[src/lceg_regs.svh]
// lceg_regs.svh: register offsets, field positions and reset values
// of the legacy processor control block.
// assumes: included by bare name, before any use of the macros.
`ifndef LCEG_REGS_SVH
`define LCEG_REGS_SVH

// register offsets on the 8-bit I/O port space
`define LCEG_OFS_FAST_GATE 8'h92
`define LCEG_OFS_ERR_CLEAR 8'hF0
`define LCEG_OFS_CTRL 8'hF1
`define LCEG_OFS_STATUS 8'hF2

// fast_gate_port fields
`define LCEG_FG_GATE_BIT 1
`define LCEG_FG_RESET 8'h00

// control register fields
`define LCEG_CTRL_REPORT_EN 0
`define LCEG_CTRL_SLEEP 1
`define LCEG_CTRL_MASK 8'h03
`define LCEG_CTRL_RESET 8'h01

// status register fields
`define LCEG_ST_FERR 0
`define LCEG_ST_IRQ 1
`define LCEG_ST_IGN 2
`define LCEG_ST_MASK 3
`define LCEG_ST_SLEEP 4
`define LCEG_ST_KBD 5

// value answered for unmapped or write-only reads
`define LCEG_RD_NONE 8'h00

`endif

[src/lceg_pkg.sv]
// lceg_pkg.sv: shared types of the legacy processor control block.
// assumes: compiled before every other file of the block.
package lceg_pkg;

   // one I/O port byte, address or data
   typedef logic [7:0] lceg_byte_t;

   // two-stage synchroniser for a pin level
   typedef logic [1:0] lceg_sync_t;

endpackage : lceg_pkg

[src/lceg_fpu_if.sv]
// lceg_fpu_if.sv: signals between the register side and the
// numeric error gate.
// assumes: both ends clocked by the same mclk.
`timescale 1ns/1ps
interface lceg_fpu_if;
   logic ferr_act; // synchronised error, high while active
   logic report_en; // error reporting function enabled
   logic clr_wr; // one-cycle write to the error register
   logic irq_line; // internal request line 13
   logic intr; // registered interrupt to the processor
   logic ign_n; // ignore-error output, active low

   // register side
   modport core (
      output ferr_act,
      output report_en,
      output clr_wr,
      input irq_line,
      input intr,
      input ign_n
   );

   // error gate side
   modport gate (
      input ferr_act,
      input report_en,
      input clr_wr,
      output irq_line,
      output intr,
      output ign_n
   );
endinterface : lceg_fpu_if

[src/lceg_fpu_gate.sv]
// lceg_fpu_gate.sv: numeric error request and ignore-error gating.
// assumes: inputs already synchronised to mclk; rst synchronous high.
`timescale 1ns/1ps
module lceg_fpu_gate
   import lceg_pkg::*;
(
   // clock and reset
   input wire logic mclk,
   input wire logic rst,
   // link to the register side
   lceg_fpu_if.gate fi
);

   logic irq_ff;
   logic intr_ff;
   logic ign_n_ff;
   logic nxt_ign_n;

   assign fi.irq_line = irq_ff;
   assign fi.intr = intr_ff;
   assign fi.ign_n = ign_n_ff;

   // request line 13 follows the active error
   always_ff @(posedge mclk) begin
      if (rst) begin
         irq_ff <= 1'b0;
      end else begin
         irq_ff <= fi.ferr_act; // see [RULE3]
      end
   end

   // interrupt to the processor once the request is up
   always_ff @(posedge mclk) begin
      if (rst) begin
         intr_ff <= 1'b0;
      end else begin
         intr_ff <= irq_ff; // see [RULE4]
      end
   end

   // ignore-error: set by a write only while the error is active,
   // released with the error or when reporting is off
   always_comb begin
      nxt_ign_n = ign_n_ff;
      if (!fi.report_en || !fi.ferr_act) begin
         nxt_ign_n = 1'b1; // see [RULE5] see [RULE7] see [RULE9]
      end else if (fi.clr_wr) begin
         nxt_ign_n = 1'b0; // see [RULE6]
      end
   end

   // a write with no error falls into the release branch above,
   // so nothing is remembered for later
   always_ff @(posedge mclk) begin
      if (rst) begin
         ign_n_ff <= 1'b1;
      end else begin
         ign_n_ff <= nxt_ign_n; // see [RULE8]
      end
   end

   property p_irq_follow;
      @(posedge mclk) disable iff (rst)
      fi.ferr_act |=> irq_ff;
   endproperty
   a_irq_follow: assert property (p_irq_follow) // see [RULE3]
      else $error("request line not raised on error");

   property p_intr_after_irq;
      @(posedge mclk) disable iff (rst)
      $rose(irq_ff) |-> !intr_ff ##1 intr_ff;
   endproperty
   a_intr_after_irq: assert property (p_intr_after_irq) // see [RULE4]
      else $error("interrupt not one cycle after request");

   property p_ign_needs_err;
      @(posedge mclk) disable iff (rst)
      !ign_n_ff |-> $past(fi.ferr_act) && $past(fi.report_en);
   endproperty
   a_ign_needs_err: assert property (p_ign_needs_err) // see [RULE5]
      else $error("ignore-error driven without error");

   property p_ign_set;
      @(posedge mclk) disable iff (rst)
      fi.clr_wr && fi.ferr_act && fi.report_en |=> !ign_n_ff;
   endproperty
   a_ign_set: assert property (p_ign_set) // see [RULE6]
      else $error("ignore-error not set by write");

   property p_ign_hold;
      @(posedge mclk) disable iff (rst)
      !ign_n_ff && fi.ferr_act && fi.report_en |=> !ign_n_ff;
   endproperty
   a_ign_hold: assert property (p_ign_hold) // see [RULE7]
      else $error("ignore-error dropped while error active");

   property p_no_arm;
      @(posedge mclk) disable iff (rst)
      fi.clr_wr && !fi.ferr_act ##1 fi.ferr_act && !fi.clr_wr
         |=> ign_n_ff;
   endproperty
   a_no_arm: assert property (p_no_arm) // see [RULE8]
      else $error("early write armed ignore-error");

   property p_disabled;
      @(posedge mclk) disable iff (rst)
      !fi.report_en |=> ign_n_ff;
   endproperty
   a_disabled: assert property (p_disabled) // see [RULE9]
      else $error("ignore-error while reporting disabled");

endmodule // lceg_fpu_gate

[src/lceg_top.sv]
// lceg_top.sv: legacy processor control block: address mask,
// numeric error request and ignore-error, processor sleep.
// assumes: one 50 MHz mclk, synchronous active-high rst, a port
// master that never waits; pins come from outside the clock.
//
// Functional notes
// [RULE1] address mask output derives from fast gate bit and keyboard gate
// [RULE2] mask asserted when either gate active, negated only when both off
// [RULE3] active error input raises internal request line 13
// [RULE4] raised request then drives the interrupt toward the processor
// [RULE5] ignore-error never asserted unless the error input is active
// [RULE6] error register write while error active asserts ignore-error
// [RULE7] ignore-error stays until the error input is negated
// [RULE8] error register write with no error does nothing, arms nothing
// [RULE9] ignore-error works only while error reporting is enabled
// [RULE10] sleep output is driven and puts the processor to sleep
//
// Our own choice: the plain strobed port.
`timescale 1ns/1ps
`include "lceg_regs.svh"
module lceg_top
   import lceg_pkg::*;
(
   // clock and reset
   input wire logic mclk,
   input wire logic rst,
   // register port
   input wire lceg_byte_t reg_addr,
   input wire lceg_byte_t reg_wdata,
   input wire logic reg_wr,
   input wire logic reg_rd,
   output lceg_byte_t reg_rdata,
   // pins from the board
   input wire logic keyboard_gate_in,
   input wire logic fpu_error_in_n,
   // pins to the processor
   output logic addr_bit_mask_out_n,
   output logic ignore_fpu_error_out_n,
   output logic processor_sleep_out_n,
   output logic cpu_intr_out
);

   // decode of one register address against the port
   function automatic logic hit(input lceg_byte_t a, input lceg_byte_t o);
      hit = (a == o);
   endfunction

   // pin synchronisers: stage 0 is read only by stage 1
   lceg_sync_t kbd_sync_ff;
   lceg_sync_t ferr_sync_ff;

   // software visible state
   lceg_byte_t fast_gate_ff;
   lceg_byte_t ctrl_ff;
   lceg_byte_t rdata_ff;
   lceg_byte_t nxt_rdata;
   lceg_byte_t status;

   // pin outputs
   logic mask_n_ff;
   logic sleep_n_ff;

   // decoded write strobes, gate levels and the request line
   logic wr_fast;
   logic wr_clr;
   logic wr_ctrl;
   logic kbd_gate;
   logic fast_gate_bit;
   logic fpu_irq_line;

   lceg_fpu_if fi ();

   // stage the keyboard gate pin into mclk
   always_ff @(posedge mclk) begin
      if (rst) begin
         kbd_sync_ff <= 2'h0;
      end else begin
         kbd_sync_ff <= {kbd_sync_ff[0], keyboard_gate_in};
      end
   end

   // stage the error pin, stored active high
   always_ff @(posedge mclk) begin
      if (rst) begin
         ferr_sync_ff <= 2'h0;
      end else begin
         ferr_sync_ff <= {ferr_sync_ff[0], ~fpu_error_in_n};
      end
   end

   assign kbd_gate = kbd_sync_ff[1];

   // write strobes per register
   assign wr_fast = reg_wr && hit(reg_addr, `LCEG_OFS_FAST_GATE);
   assign wr_clr = reg_wr && hit(reg_addr, `LCEG_OFS_ERR_CLEAR);
   assign wr_ctrl = reg_wr && hit(reg_addr, `LCEG_OFS_CTRL);

   // fast gate port: all eight bits kept, bit 1 steers the mask
   always_ff @(posedge mclk) begin
      if (rst) begin
         fast_gate_ff <= `LCEG_FG_RESET;
      end else if (wr_fast) begin
         fast_gate_ff <= reg_wdata;
      end
   end

   assign fast_gate_bit = fast_gate_ff[`LCEG_FG_GATE_BIT];

   // control: reporting enable and sleep request
   always_ff @(posedge mclk) begin
      if (rst) begin
         ctrl_ff <= `LCEG_CTRL_RESET;
      end else if (wr_ctrl) begin
         ctrl_ff <= reg_wdata & `LCEG_CTRL_MASK;
      end
   end

   // address mask: either gate asserts it, both off negate it
   always_ff @(posedge mclk) begin
      if (rst) begin
         mask_n_ff <= 1'b1;
      end else begin
         mask_n_ff <= ~(fast_gate_bit | kbd_gate); // see [RULE1] see [RULE2]
      end
   end

   // sleep pin follows the control bit
   always_ff @(posedge mclk) begin
      if (rst) begin
         sleep_n_ff <= 1'b1;
      end else begin
         sleep_n_ff <= ~ctrl_ff[`LCEG_CTRL_SLEEP]; // see [RULE10]
      end
   end

   // hand the error state to the gate
   assign fi.ferr_act = ferr_sync_ff[1];
   assign fi.report_en = ctrl_ff[`LCEG_CTRL_REPORT_EN];
   assign fi.clr_wr = wr_clr; // write data is ignored, only the strobe
   assign fpu_irq_line = fi.irq_line;

   lceg_fpu_gate u_gate (
      .mclk (mclk),
      .rst (rst),
      .fi (fi.gate)
   );

   // status word: live view of the block
   always_comb begin
      status = 8'h00;
      status[`LCEG_ST_FERR] = ferr_sync_ff[1];
      status[`LCEG_ST_IRQ] = fpu_irq_line;
      status[`LCEG_ST_IGN] = ~fi.ign_n;
      status[`LCEG_ST_MASK] = ~mask_n_ff;
      status[`LCEG_ST_SLEEP] = ~sleep_n_ff;
      status[`LCEG_ST_KBD] = kbd_gate;
   end

   // read mux; the error register is write only
   always_comb begin
      nxt_rdata = `LCEG_RD_NONE;
      if (reg_rd) begin
         if (hit(reg_addr, `LCEG_OFS_FAST_GATE)) begin
            nxt_rdata = fast_gate_ff;
         end else if (hit(reg_addr, `LCEG_OFS_CTRL)) begin
            nxt_rdata = ctrl_ff;
         end else if (hit(reg_addr, `LCEG_OFS_STATUS)) begin
            nxt_rdata = status;
         end
      end
   end

   // read data stands only in the cycle after the strobe
   always_ff @(posedge mclk) begin
      if (rst) begin
         rdata_ff <= `LCEG_RD_NONE;
      end else begin
         rdata_ff <= nxt_rdata;
      end
   end

   // outputs straight from flip-flops
   assign reg_rdata = rdata_ff;
   assign addr_bit_mask_out_n = mask_n_ff;
   assign processor_sleep_out_n = sleep_n_ff;
   assign ignore_fpu_error_out_n = fi.ign_n;
   assign cpu_intr_out = fi.intr;

   property p_fast_mask;
      @(posedge mclk) disable iff (rst)
      wr_fast && reg_wdata[`LCEG_FG_GATE_BIT] |=> ##1 !addr_bit_mask_out_n;
   endproperty
   a_fast_mask: assert property (p_fast_mask) // see [RULE1]
      else $error("fast gate write did not assert mask");

   property p_mask_off;
      @(posedge mclk) disable iff (rst)
      !fast_gate_bit && !kbd_gate |=> addr_bit_mask_out_n;
   endproperty
   a_mask_off: assert property (p_mask_off) // see [RULE2]
      else $error("mask asserted with both gates off");

   property p_kbd_mask;
      @(posedge mclk) disable iff (rst)
      kbd_gate |=> !addr_bit_mask_out_n;
   endproperty
   a_kbd_mask: assert property (p_kbd_mask) // see [RULE2]
      else $error("keyboard gate did not assert mask");

   property p_sleep;
      @(posedge mclk) disable iff (rst)
      wr_ctrl |=> ##1
         processor_sleep_out_n == !$past(reg_wdata[`LCEG_CTRL_SLEEP], 2);
   endproperty
   a_sleep: assert property (p_sleep) // see [RULE10]
      else $error("sleep pin does not follow control");

   property p_pin_irq;
      @(posedge mclk) disable iff (rst)
      !fpu_error_in_n [*3] |=> ##1 cpu_intr_out;
   endproperty
   a_pin_irq: assert property (p_pin_irq) // see [RULE4]
      else $error("error pin did not reach interrupt");

   property p_rdata_idle;
      @(posedge mclk) disable iff (rst)
      !reg_rd |=> reg_rdata == `LCEG_RD_NONE;
   endproperty
   a_rdata_idle: assert property (p_rdata_idle)
      else $error("read data outside read slot");

   property p_mask_cause;
      @(posedge mclk) disable iff (rst)
      !addr_bit_mask_out_n |-> $past(fast_gate_bit) || $past(kbd_gate);
   endproperty
   a_mask_cause: assert property (p_mask_cause) // see [RULE2]
      else $error("mask asserted with no gate active");

   property p_fast_hold;
      @(posedge mclk) disable iff (rst)
      !wr_fast |=> $stable(fast_gate_ff);
   endproperty
   a_fast_hold: assert property (p_fast_hold) // see [RULE1]
      else $error("fast gate port changed without a write");

   property p_fast_read;
      @(posedge mclk) disable iff (rst)
      reg_rd && hit(reg_addr, `LCEG_OFS_FAST_GATE) |=>
         reg_rdata == $past(fast_gate_ff);
   endproperty
   a_fast_read: assert property (p_fast_read) // see [RULE1]
      else $error("fast gate port read back wrong");

   property p_ctrl_hold;
      @(posedge mclk) disable iff (rst)
      !wr_ctrl |=> $stable(ctrl_ff);
   endproperty
   a_ctrl_hold: assert property (p_ctrl_hold) // see [RULE9]
      else $error("control changed without a write");

   property p_pin_ign_err;
      @(posedge mclk) disable iff (rst)
      !ignore_fpu_error_out_n |-> !$past(fpu_error_in_n, 3);
   endproperty
   a_pin_ign_err: assert property (p_pin_ign_err) // see [RULE5]
      else $error("ignore-error pin low without error pin");

   property p_pin_ign_release;
      @(posedge mclk) disable iff (rst)
      $past(fpu_error_in_n, 2) |=> ignore_fpu_error_out_n;
   endproperty
   a_pin_ign_release: assert property (p_pin_ign_release) // see [RULE7]
      else $error("ignore-error pin kept after error gone");

   property p_pin_ign_report;
      @(posedge mclk) disable iff (rst)
      !ctrl_ff[`LCEG_CTRL_REPORT_EN] |=> ignore_fpu_error_out_n;
   endproperty
   a_pin_ign_report: assert property (p_pin_ign_report) // see [RULE9]
      else $error("ignore-error pin low with reporting off");

   property p_irq_drop;
      @(posedge mclk) disable iff (rst)
      !fi.ferr_act |=> !fpu_irq_line;
   endproperty
   a_irq_drop: assert property (p_irq_drop) // see [RULE3]
      else $error("request line up with no error");

   property p_intr_cause;
      @(posedge mclk) disable iff (rst)
      cpu_intr_out |-> $past(fpu_irq_line);
   endproperty
   a_intr_cause: assert property (p_intr_cause) // see [RULE4]
      else $error("interrupt with no request before it");

   property p_intr_drop;
      @(posedge mclk) disable iff (rst)
      !fpu_irq_line |=> !cpu_intr_out;
   endproperty
   a_intr_drop: assert property (p_intr_drop) // see [RULE4]
      else $error("interrupt kept after request dropped");

   property p_sleep_on;
      @(posedge mclk) disable iff (rst)
      ctrl_ff[`LCEG_CTRL_SLEEP] |=> !processor_sleep_out_n;
   endproperty
   a_sleep_on: assert property (p_sleep_on) // see [RULE10]
      else $error("sleep pin not driven on request");

   property p_sleep_off;
      @(posedge mclk) disable iff (rst)
      !ctrl_ff[`LCEG_CTRL_SLEEP] |=> processor_sleep_out_n;
   endproperty
   a_sleep_off: assert property (p_sleep_off) // see [RULE10]
      else $error("sleep pin low with no request");

endmodule // lceg_top

[config.mk]
export PLATFORM = sky130hd
export DESIGN_NAME = lceg_top
export DESIGN_NICKNAME = d
export VERILOG_FILES = /design/src/lceg_pkg.sv /design/src/lceg_fpu_if.sv /design/src/lceg_fpu_gate.sv /design/src/lceg_top.sv
export VERILOG_INCLUDE_DIRS = /design/src
export SDC_FILE = /design/constraint.sdc
export NUM_CORES = 1
export LEC_CHECK = 0
export ABC_AREA = 1
export ABC_CLOCK_PERIOD_IN_PS = 900
export BUFFER_PORTS_ARGS = -buffer_cell sky130_fd_sc_hd__buf_2
export CAP_MARGIN = 5
export CORE_MARGIN = 4
export CORE_UTILIZATION = 40
export DETAILED_ROUTE_END_ITERATION = 12
export PLACE_DENSITY = 0.77
export SYNTH_ARGS = -nofsm -noshare
export SYNTH_HDL_FRONTEND = slang
export SYNTH_SLANG_ARGS = --single-unit
[constraint.sdc]
create_clock -name mclk -period 0.9 [get_ports mclk]
set_input_delay 0 -clock mclk [delete_from_list [all_inputs] [get_ports mclk]]
set_output_delay 0 -clock mclk [all_outputs]
set_load 0.005 [all_outputs]
==> flow_summary.yaml, run 1 <==
layout:
  multiInputGateArea_um2: 415
  fill_cells: 252
  num_antenna_cells: 0
  final_util: 0.571
  post_route_cells_drive_above_1_share: 0.271
  layout-area-overhead-vs-synth_pct: 33.3
  register_area_um2: 541
  final_net_count: 222
routing:
  highest_layer: "met4"
  finalWirelength_um: 2180
  detail-route-antenna-nets: 0
  post_drt_wl_per_cell_um: 9.51
  detailedRoute.firstIterationViolations: 19
  drt_pre_antenna_iters: 4
  detail_route.drc_violations: 0
  route.met3.wl_um: 101
  avgViaCountPerCell: 4.37
  vias: 1001
  met1_wl_um: 991
  route.met2.wl_um: 1040
synth:
  synthDominantCellAreaShare: 0.495
  synth.most_common_cell: "nand2_1"
  netlist_top_cells_count: "nand2_1, dfxtp_1, inv_1, nor2_1, nand3_1"
  synth_cell_type_count: 18
  synth_area_leader_cell: "dfxtp_1"
  asyncSetResetFlopFracSynth: 0
  postSynthAreaPerCell_um2: 7.42
  synth_flop_cell: "dfxtp_1"
  synth_top_cells_by_area: "dfxtp_1, nand2_1, inv_1, nor2_1, nand3_1"
  synth_enable_flop_cells: 0
  yosys_warnings: 0
  synth_seq_cells: 27
  post_synth_inst_count: 147
  synthesis.nets: 169
  syn-cell-area_mm2: 0.00109
  share_of_synthesized_area_occupied_by_flip_flops_and_latches: 0.495
worst_setup_path:
  worst-r2r-cell-count: 4
  arrival_ns: 1.05
  cp_data_required_time_ns: 1.13
  cp_slowest_stage_delay_ns: 0.57
  critPathCaptureType: "register"
  critical_path_class: "primary input to register"
  regToRegStartpoint: "ferr_sync_ff[1]"
  critical_path.slowest_cell: "dlygate4sd3_1"
  cp.buffers_inverters: 2
  r2r-end: "u_gate.fi.ign_n"
  family_with_the_most_delay_on_the_worst_path: "buffers and inverters"
  nature_of_the_critical_path_startpoint: "primary input"
  reg2reg_setup_slack_ns: 0.08
  crit_start: "rst"
  critical_path.cell_chain: "buf_2 > dlygate4sd3_1 > nor2_1 > nand2_1 > o21bai_1"
  worstPathMaxFanout: 4
pwr:
  power.switching_fraction: 0.227
  peakVddDrop_uv: 939
  cellLeakagePower_uw: 0.000778
  flop_pwr_share: 0.636
  switching_power_uw: 433
  combinationalPowerShare: 0.096
  cell_internal_pwr_uw: 1470
  power.density_mw_per_mm2: 1310
  power.clock.fraction: 0.268
floorplanning:
  starting_density: 0.429
  placement_rows: 18
  floorplan.die.width_um: 60.2
  chipHeight_um: 60.2
  design.die.area_mm2: 0.00363
  floorplan.core_area_mm2: 0.00254
  num_io_pins: 34
timing:
  slew_violations: 0
  finalSetupTns_ns: 0
  setup_viol_count_final: 0
  final.min_clock_period_ns: 0.827
  max-slew-margin-rel: 0.777
  finalHoldViolations: 0
  fmax_mhz: 1210
  worst_pin_slew_ns: 0.334
  finalCritPeriodShare: 0.919
  grt_setup_unrepaired: "false"
  worst_slack_ns: 0.0728
  timing.clock.skew_ns: 0.00333
global_route:
  grt_pass1_wl_um: 3660
  globalRoute.totalOverflow: 0
  antenna_found_initial: 0
  first_global_vias: 876
  track_usage: 0.134
  grt_start_max_net_pins: 17
clock_network:
  cts_num_sinks: 27
  worst_skew_pair_later_pin_latency_ns: 0.32
  number_of_buffers_created_by_cts: 3
  cts.reportedPaths.clkPinSlew_ns: 0.14
  cts_htree_levels: 1
  cts_tree: "done"
  clockBufferDepth: 2
  cts_root_buffer: "clkbuf_4"
  cts_resized: 0
job:
  max-cap-violations: 0
placement:
  total_half_perimeter_wirelength_after_legalization_and_detailed_placement_um: 1620
  number_of_i_o_port_buffers: 33
  gp_routability_congestion: 0.796
  post-place-ws_ns: -0.0315
hold_path:
  worstHoldPathType: "primary input to register"
  worst_hold_path.num_cells: 3
  worstHoldEndpoint: "ferr_sync_ff[0]"
  timing.hold.worst.start: "rst"
run_status:
  status: "finished clean"
[logic make-up after synthesis]
| logic type | Yosys count | share of synthesized area |
|---|---|---|
| DFF | 27 | 0.495 |
| buffers and inverters | 31 | 0.124 |
| and+or+nand+nor | 82 | 0.342 |
| AOI/OAI and AO/OA | 7 | 0.0390 |
[power by group through the flow]
stage / registers, µW / logic [µW] / clock network (µW)
after floorplan: 1240 / 70.8 / 0
after global placement: 1240 / 146 / 0
after detailed placement: 1240 / 147 / 0
after global routing: 1210 / 206 / 581
final: 1210 / 183 / 510
after CTS: 1210 / 184 / 523
[worst max-delay path by stage]
| stage | endpoint | slack [ns] | cells past startpoint |
|---|---|---|---|
| 2_1_floorplan | fast_gate_ff[0] | 0.10 | 7 |
| 3_3_place_gp | fast_gate_ff[5] | -0.02 | 7 |
| 4_1_cts | u_gate.fi.ign_n | 0.07 | 4 |
| 3_5_place_dp | fast_gate_ff[3] | -0.03 | 8 |
| 5_1_grt | u_gate.fi.ign_n | 0.03 | 4 |
| 6_report | u_gate.fi.ign_n | 0.07 | 5 |
[stage by stage]
| step | instances | hold slack (ns) | instance area, µm² | total power [µW] |
|---|---|---|---|---|
| after global routing | 229 | 0.000238 | 1450 | 2000 |
| after CTS | 229 | 0.0144 | 1450 | 1920 |
| final | 229 | 0.00736 | 1450 | 1910 |
| after floorplan | 147 | 0.0724 | 1090 | 1310 |
| after global placement | 214 | 0.161 | 1320 | 1380 |
| after detailed placement | 214 | 0.162 | 1320 | 1390 |
[routing by layer]
layer / up-vias / track usage
li1: 546 / -
met1: 429 / 0.171
met2: 21 / 0.210
met3: 5 / 0.0259
met4: 0 / 0.0759
met5: - / 0
[state kept, by name, summed over array words and instances (netlist names), 2 cells and up]
register	count
kbd_sync_ff	2
ferr_sync_ff	2
fast_gate_ff	8
reg_rdata	8
ctrl_ff	2
[cells in the final DEF (no fill, tap or decap), drive strengths merged, types with 2 or more instances in the layout]
master	count
dfxtp	27
clkbuf	3
buf	40
inv	28
nand2	36
dlygate4sd3	11
nor2	30
nand3	14
nand4	2
o22ai	4
[final cells by class]
| cell class | instances | share of cell area |
|---|---|---|
| Inverter | 28 | 0.0723 |
| Clock buffer | 3 | 0.0155 |
| Tap cell | 30 | 0.0258 |
| Multi-Input combinational cell | 89 | 0.286 |
| Sequential cell | 27 | 0.372 |
| Clock inverter | 1 | 0.00344 |
| Timing Repair Buffer | 51 | 0.225 |
[worst min-delay path, delay by kind of cell]
| family | cells | cell delay [ns] |
|---|---|---|
| buffers and inverters | 2 | 0.26 |
| and+or+nand+nor | 1 | 0.04 |
[repair_timing]
item                                   in CTS  in global routing
hold buffers                               11                  0
endpoints found under the hold margin      14                  0
buffers inserted                            0                  0
Note: power is estimated with default switching activity, not from simulation.
==> run 2: changes to the inputs <==
--- a/config.mk
+++ b/config.mk
@@ -7,13 +7,15 @@
 export NUM_CORES = 1
 export LEC_CHECK = 0
 export ABC_AREA = 1
-export ABC_CLOCK_PERIOD_IN_PS = 900
+export ABC_CLOCK_PERIOD_IN_PS = 800
 export BUFFER_PORTS_ARGS = -buffer_cell sky130_fd_sc_hd__buf_2
 export CAP_MARGIN = 5
+export CELL_PAD_IN_SITES_DETAIL_PLACEMENT = 1
+export CELL_PAD_IN_SITES_GLOBAL_PLACEMENT = 2
 export CORE_MARGIN = 4
-export CORE_UTILIZATION = 40
+export CORE_UTILIZATION = 26
 export DETAILED_ROUTE_END_ITERATION = 12
-export PLACE_DENSITY = 0.77
+export PLACE_DENSITY = 0.87
 export SYNTH_ARGS = -nofsm -noshare
 export SYNTH_HDL_FRONTEND = slang
 export SYNTH_SLANG_ARGS = --single-unit
==> constraint.sdc (replaced) <==
create_clock -name mclk -period 0.8 [get_ports mclk]
set_input_delay 0 -clock mclk [delete_from_list [all_inputs] [get_ports mclk]]
set_output_delay 0 -clock mclk [all_outputs]
set_load 0.005 [all_outputs]
==> run 2 against run 1 <==
Final area up 6.5%. Combinational power increased by 25%. Critical path depth is 1 lower. Worst setup slack got worse by 0.055 ns. Clock power increased by 49%. Clock skew is 0.0022 ns lower. Routed wire length rose by 21%. Via count up 3.7%. Register-to-register slack got worse by 0.06 ns. First-iteration DRC count grew 5.3%. Total power up 24%. Critical path type is now register to register. Largest cell class unchanged.
==> flow_summary.yaml, run 2 (same netlist as run 1, synthesis figures left out) <==
pwr:
  peakVddDrop_uv: 687
  power.density_mw_per_mm2: 1520
  cellLeakagePower_uw: 0.000812
floorplanning:
  design.die.area_mm2: 0.00530
  num_io_pins: 34
  floorplan.die.width_um: 72.8
  starting_density: 0.271
  chipHeight_um: 72.8
  floorplan.core_area_mm2: 0.00403
  placement_rows: 23
job:
  max-cap-violations: 0
global_route:
  grt_start_max_net_pins: 17
  first_global_vias: 1032
  antenna_found_initial: 0
  grt_pass1_wl_um: 4600
  globalRoute.totalOverflow: 0
  track_usage: 0.109
worst_setup_path:
  cp_data_required_time_ns: 0.97
  critical_path_class: "register to register"
  nature_of_the_critical_path_startpoint: "register"
  critPathCaptureType: "register"
  arrival_ns: 0.95
  worstPathMaxFanout: 2
timing:
  max-slew-margin-rel: 0.864
  setup_viol_count_final: 0
  slew_violations: 0
  worst_slack_ns: 0.0180
  finalCritPeriodShare: 0.977
  worst_hold_slack_after_final_layout_ns: 0.0664
  timing.clock.skew_ns: 0.00116
  grt_setup_unrepaired: "true"
  finalSetupTns_ns: 0
  fmax_mhz: 1280
  final.min_clock_period_ns: 0.782
  worst_pin_slew_ns: 0.204
  finalHoldViolations: 0
layout:
  post_route_cells_drive_above_1_share: 0.320
  fill_cells: 519
  mostFrequentLayoutCell: "buf_2"
  layout-area-overhead-vs-synth_pct: 42.0
  most_frequent_cells_in_the_layout: "buf_2, nand2_1, dfxtp_1"
  num_antenna_cells: 0
  final_net_count: 226
  finish.instance_area_mm2: 0.00155
hold_path:
  worstHoldPathType: "primary input to register"
placement:
  number_of_i_o_port_buffers: 33
  post_dp_cell_area_mm2: 0.00137
  post-place-ws_ns: -0.145
  gp_routability_congestion: 0.738
  total_half_perimeter_wirelength_after_legalization_and_detailed_placement_um: 2050
routing:
  detailedRoute.firstIterationViolations: 20
  drt_pre_antenna_iters: 4
  post_drt_wl_per_cell_um: 10.4
  avgViaCountPerCell: 4.10
  detail_route.drc_violations: 0
  finalWirelength_um: 2630
  vias: 1038
  detail-route-antenna-nets: 0
run_status:
  status: "finished clean"
clock_network:
  cts_num_sinks: 27
  cts_post_setup_buffers_inserted: 0
  cts_tree: "done"
  worst_skew_pair_later_pin_latency_ns: 0.27
  number_of_buffers_created_by_cts: 3
  cts_root_buffer: "clkbuf_8"
  cts.reportedPaths.clkPinSlew_ns: 0.09
  cts_htree_levels: 1
  clockBufferDepth: 2
## run 2: layout make-up
cell class	instances	area, µm²	share of cell area
clock inverter	1	5.00	0.00323
sequential	27	542	0.350
timing repair buffer	55	358	0.231
inverter	28	105	0.0679
tap	50	62.6	0.0404
clock buffer	3	41.3	0.0267
multi-input combinational	89	435	0.281
## run 2: report_power, final
group / total (µW) / switching, µW / internal, µW
Clock: 762 / 414 / 348
Combinational: 228 / 106 / 122
Sequential: 1360 / 6.11 / 1360
## run 2: per-layer routing
layer / part of all wire / vias up / GRT usage
met5: 0 / - / 0
met4: 0.013 / 0 / 0.0307
met3: 0.037 / 2 / 0.0179
met2: 0.49 / 17 / 0.179
met1: 0.46 / 468 / 0.146
li1: - / 551 / -
## run 2: path summary, 6_finish.rpt
path         depth (start not counted)  slack, ns            start            endpoint
max                                  4       0.02  ferr_sync_ff[1]     u_gate.fi.ign_n
min                                  3       0.07              rst  u_gate.fi.irq_line
max reg2reg                          4       0.02  ferr_sync_ff[1]     u_gate.fi.ign_n
min reg2reg                          2       0.41  ferr_sync_ff[0]     ferr_sync_ff[1]
## run 2: stage by stage
stage	instances	utilization	power (µW)
after floorplan	147	-	1470
after global placement	238	0.340	1580
after detailed placement	238	0.340	1580
after CTS	253	0.380	2390
after global routing	253	0.384	2470
final	253	0.384	2350
## run 2: worst max-delay path: stages, from the launching register on
cell and delay (ns):
dfxtp_2 0.34, inv_2 0.04, nor2_4 0.11, nand2_2 0.05, o21bai_1 0.14
## run 2: what timing repair did
| item | 4_1_cts | 5_1_grt |
|---|---|---|
| hold buffers | 11 | 0 |
| endpoints found under the hold margin | 12 | 0 |
| gates resized for setup | 2 | 6 |
| setup endpoints to repair | 1 | 2 |
| pin swaps | 0 | 3 |
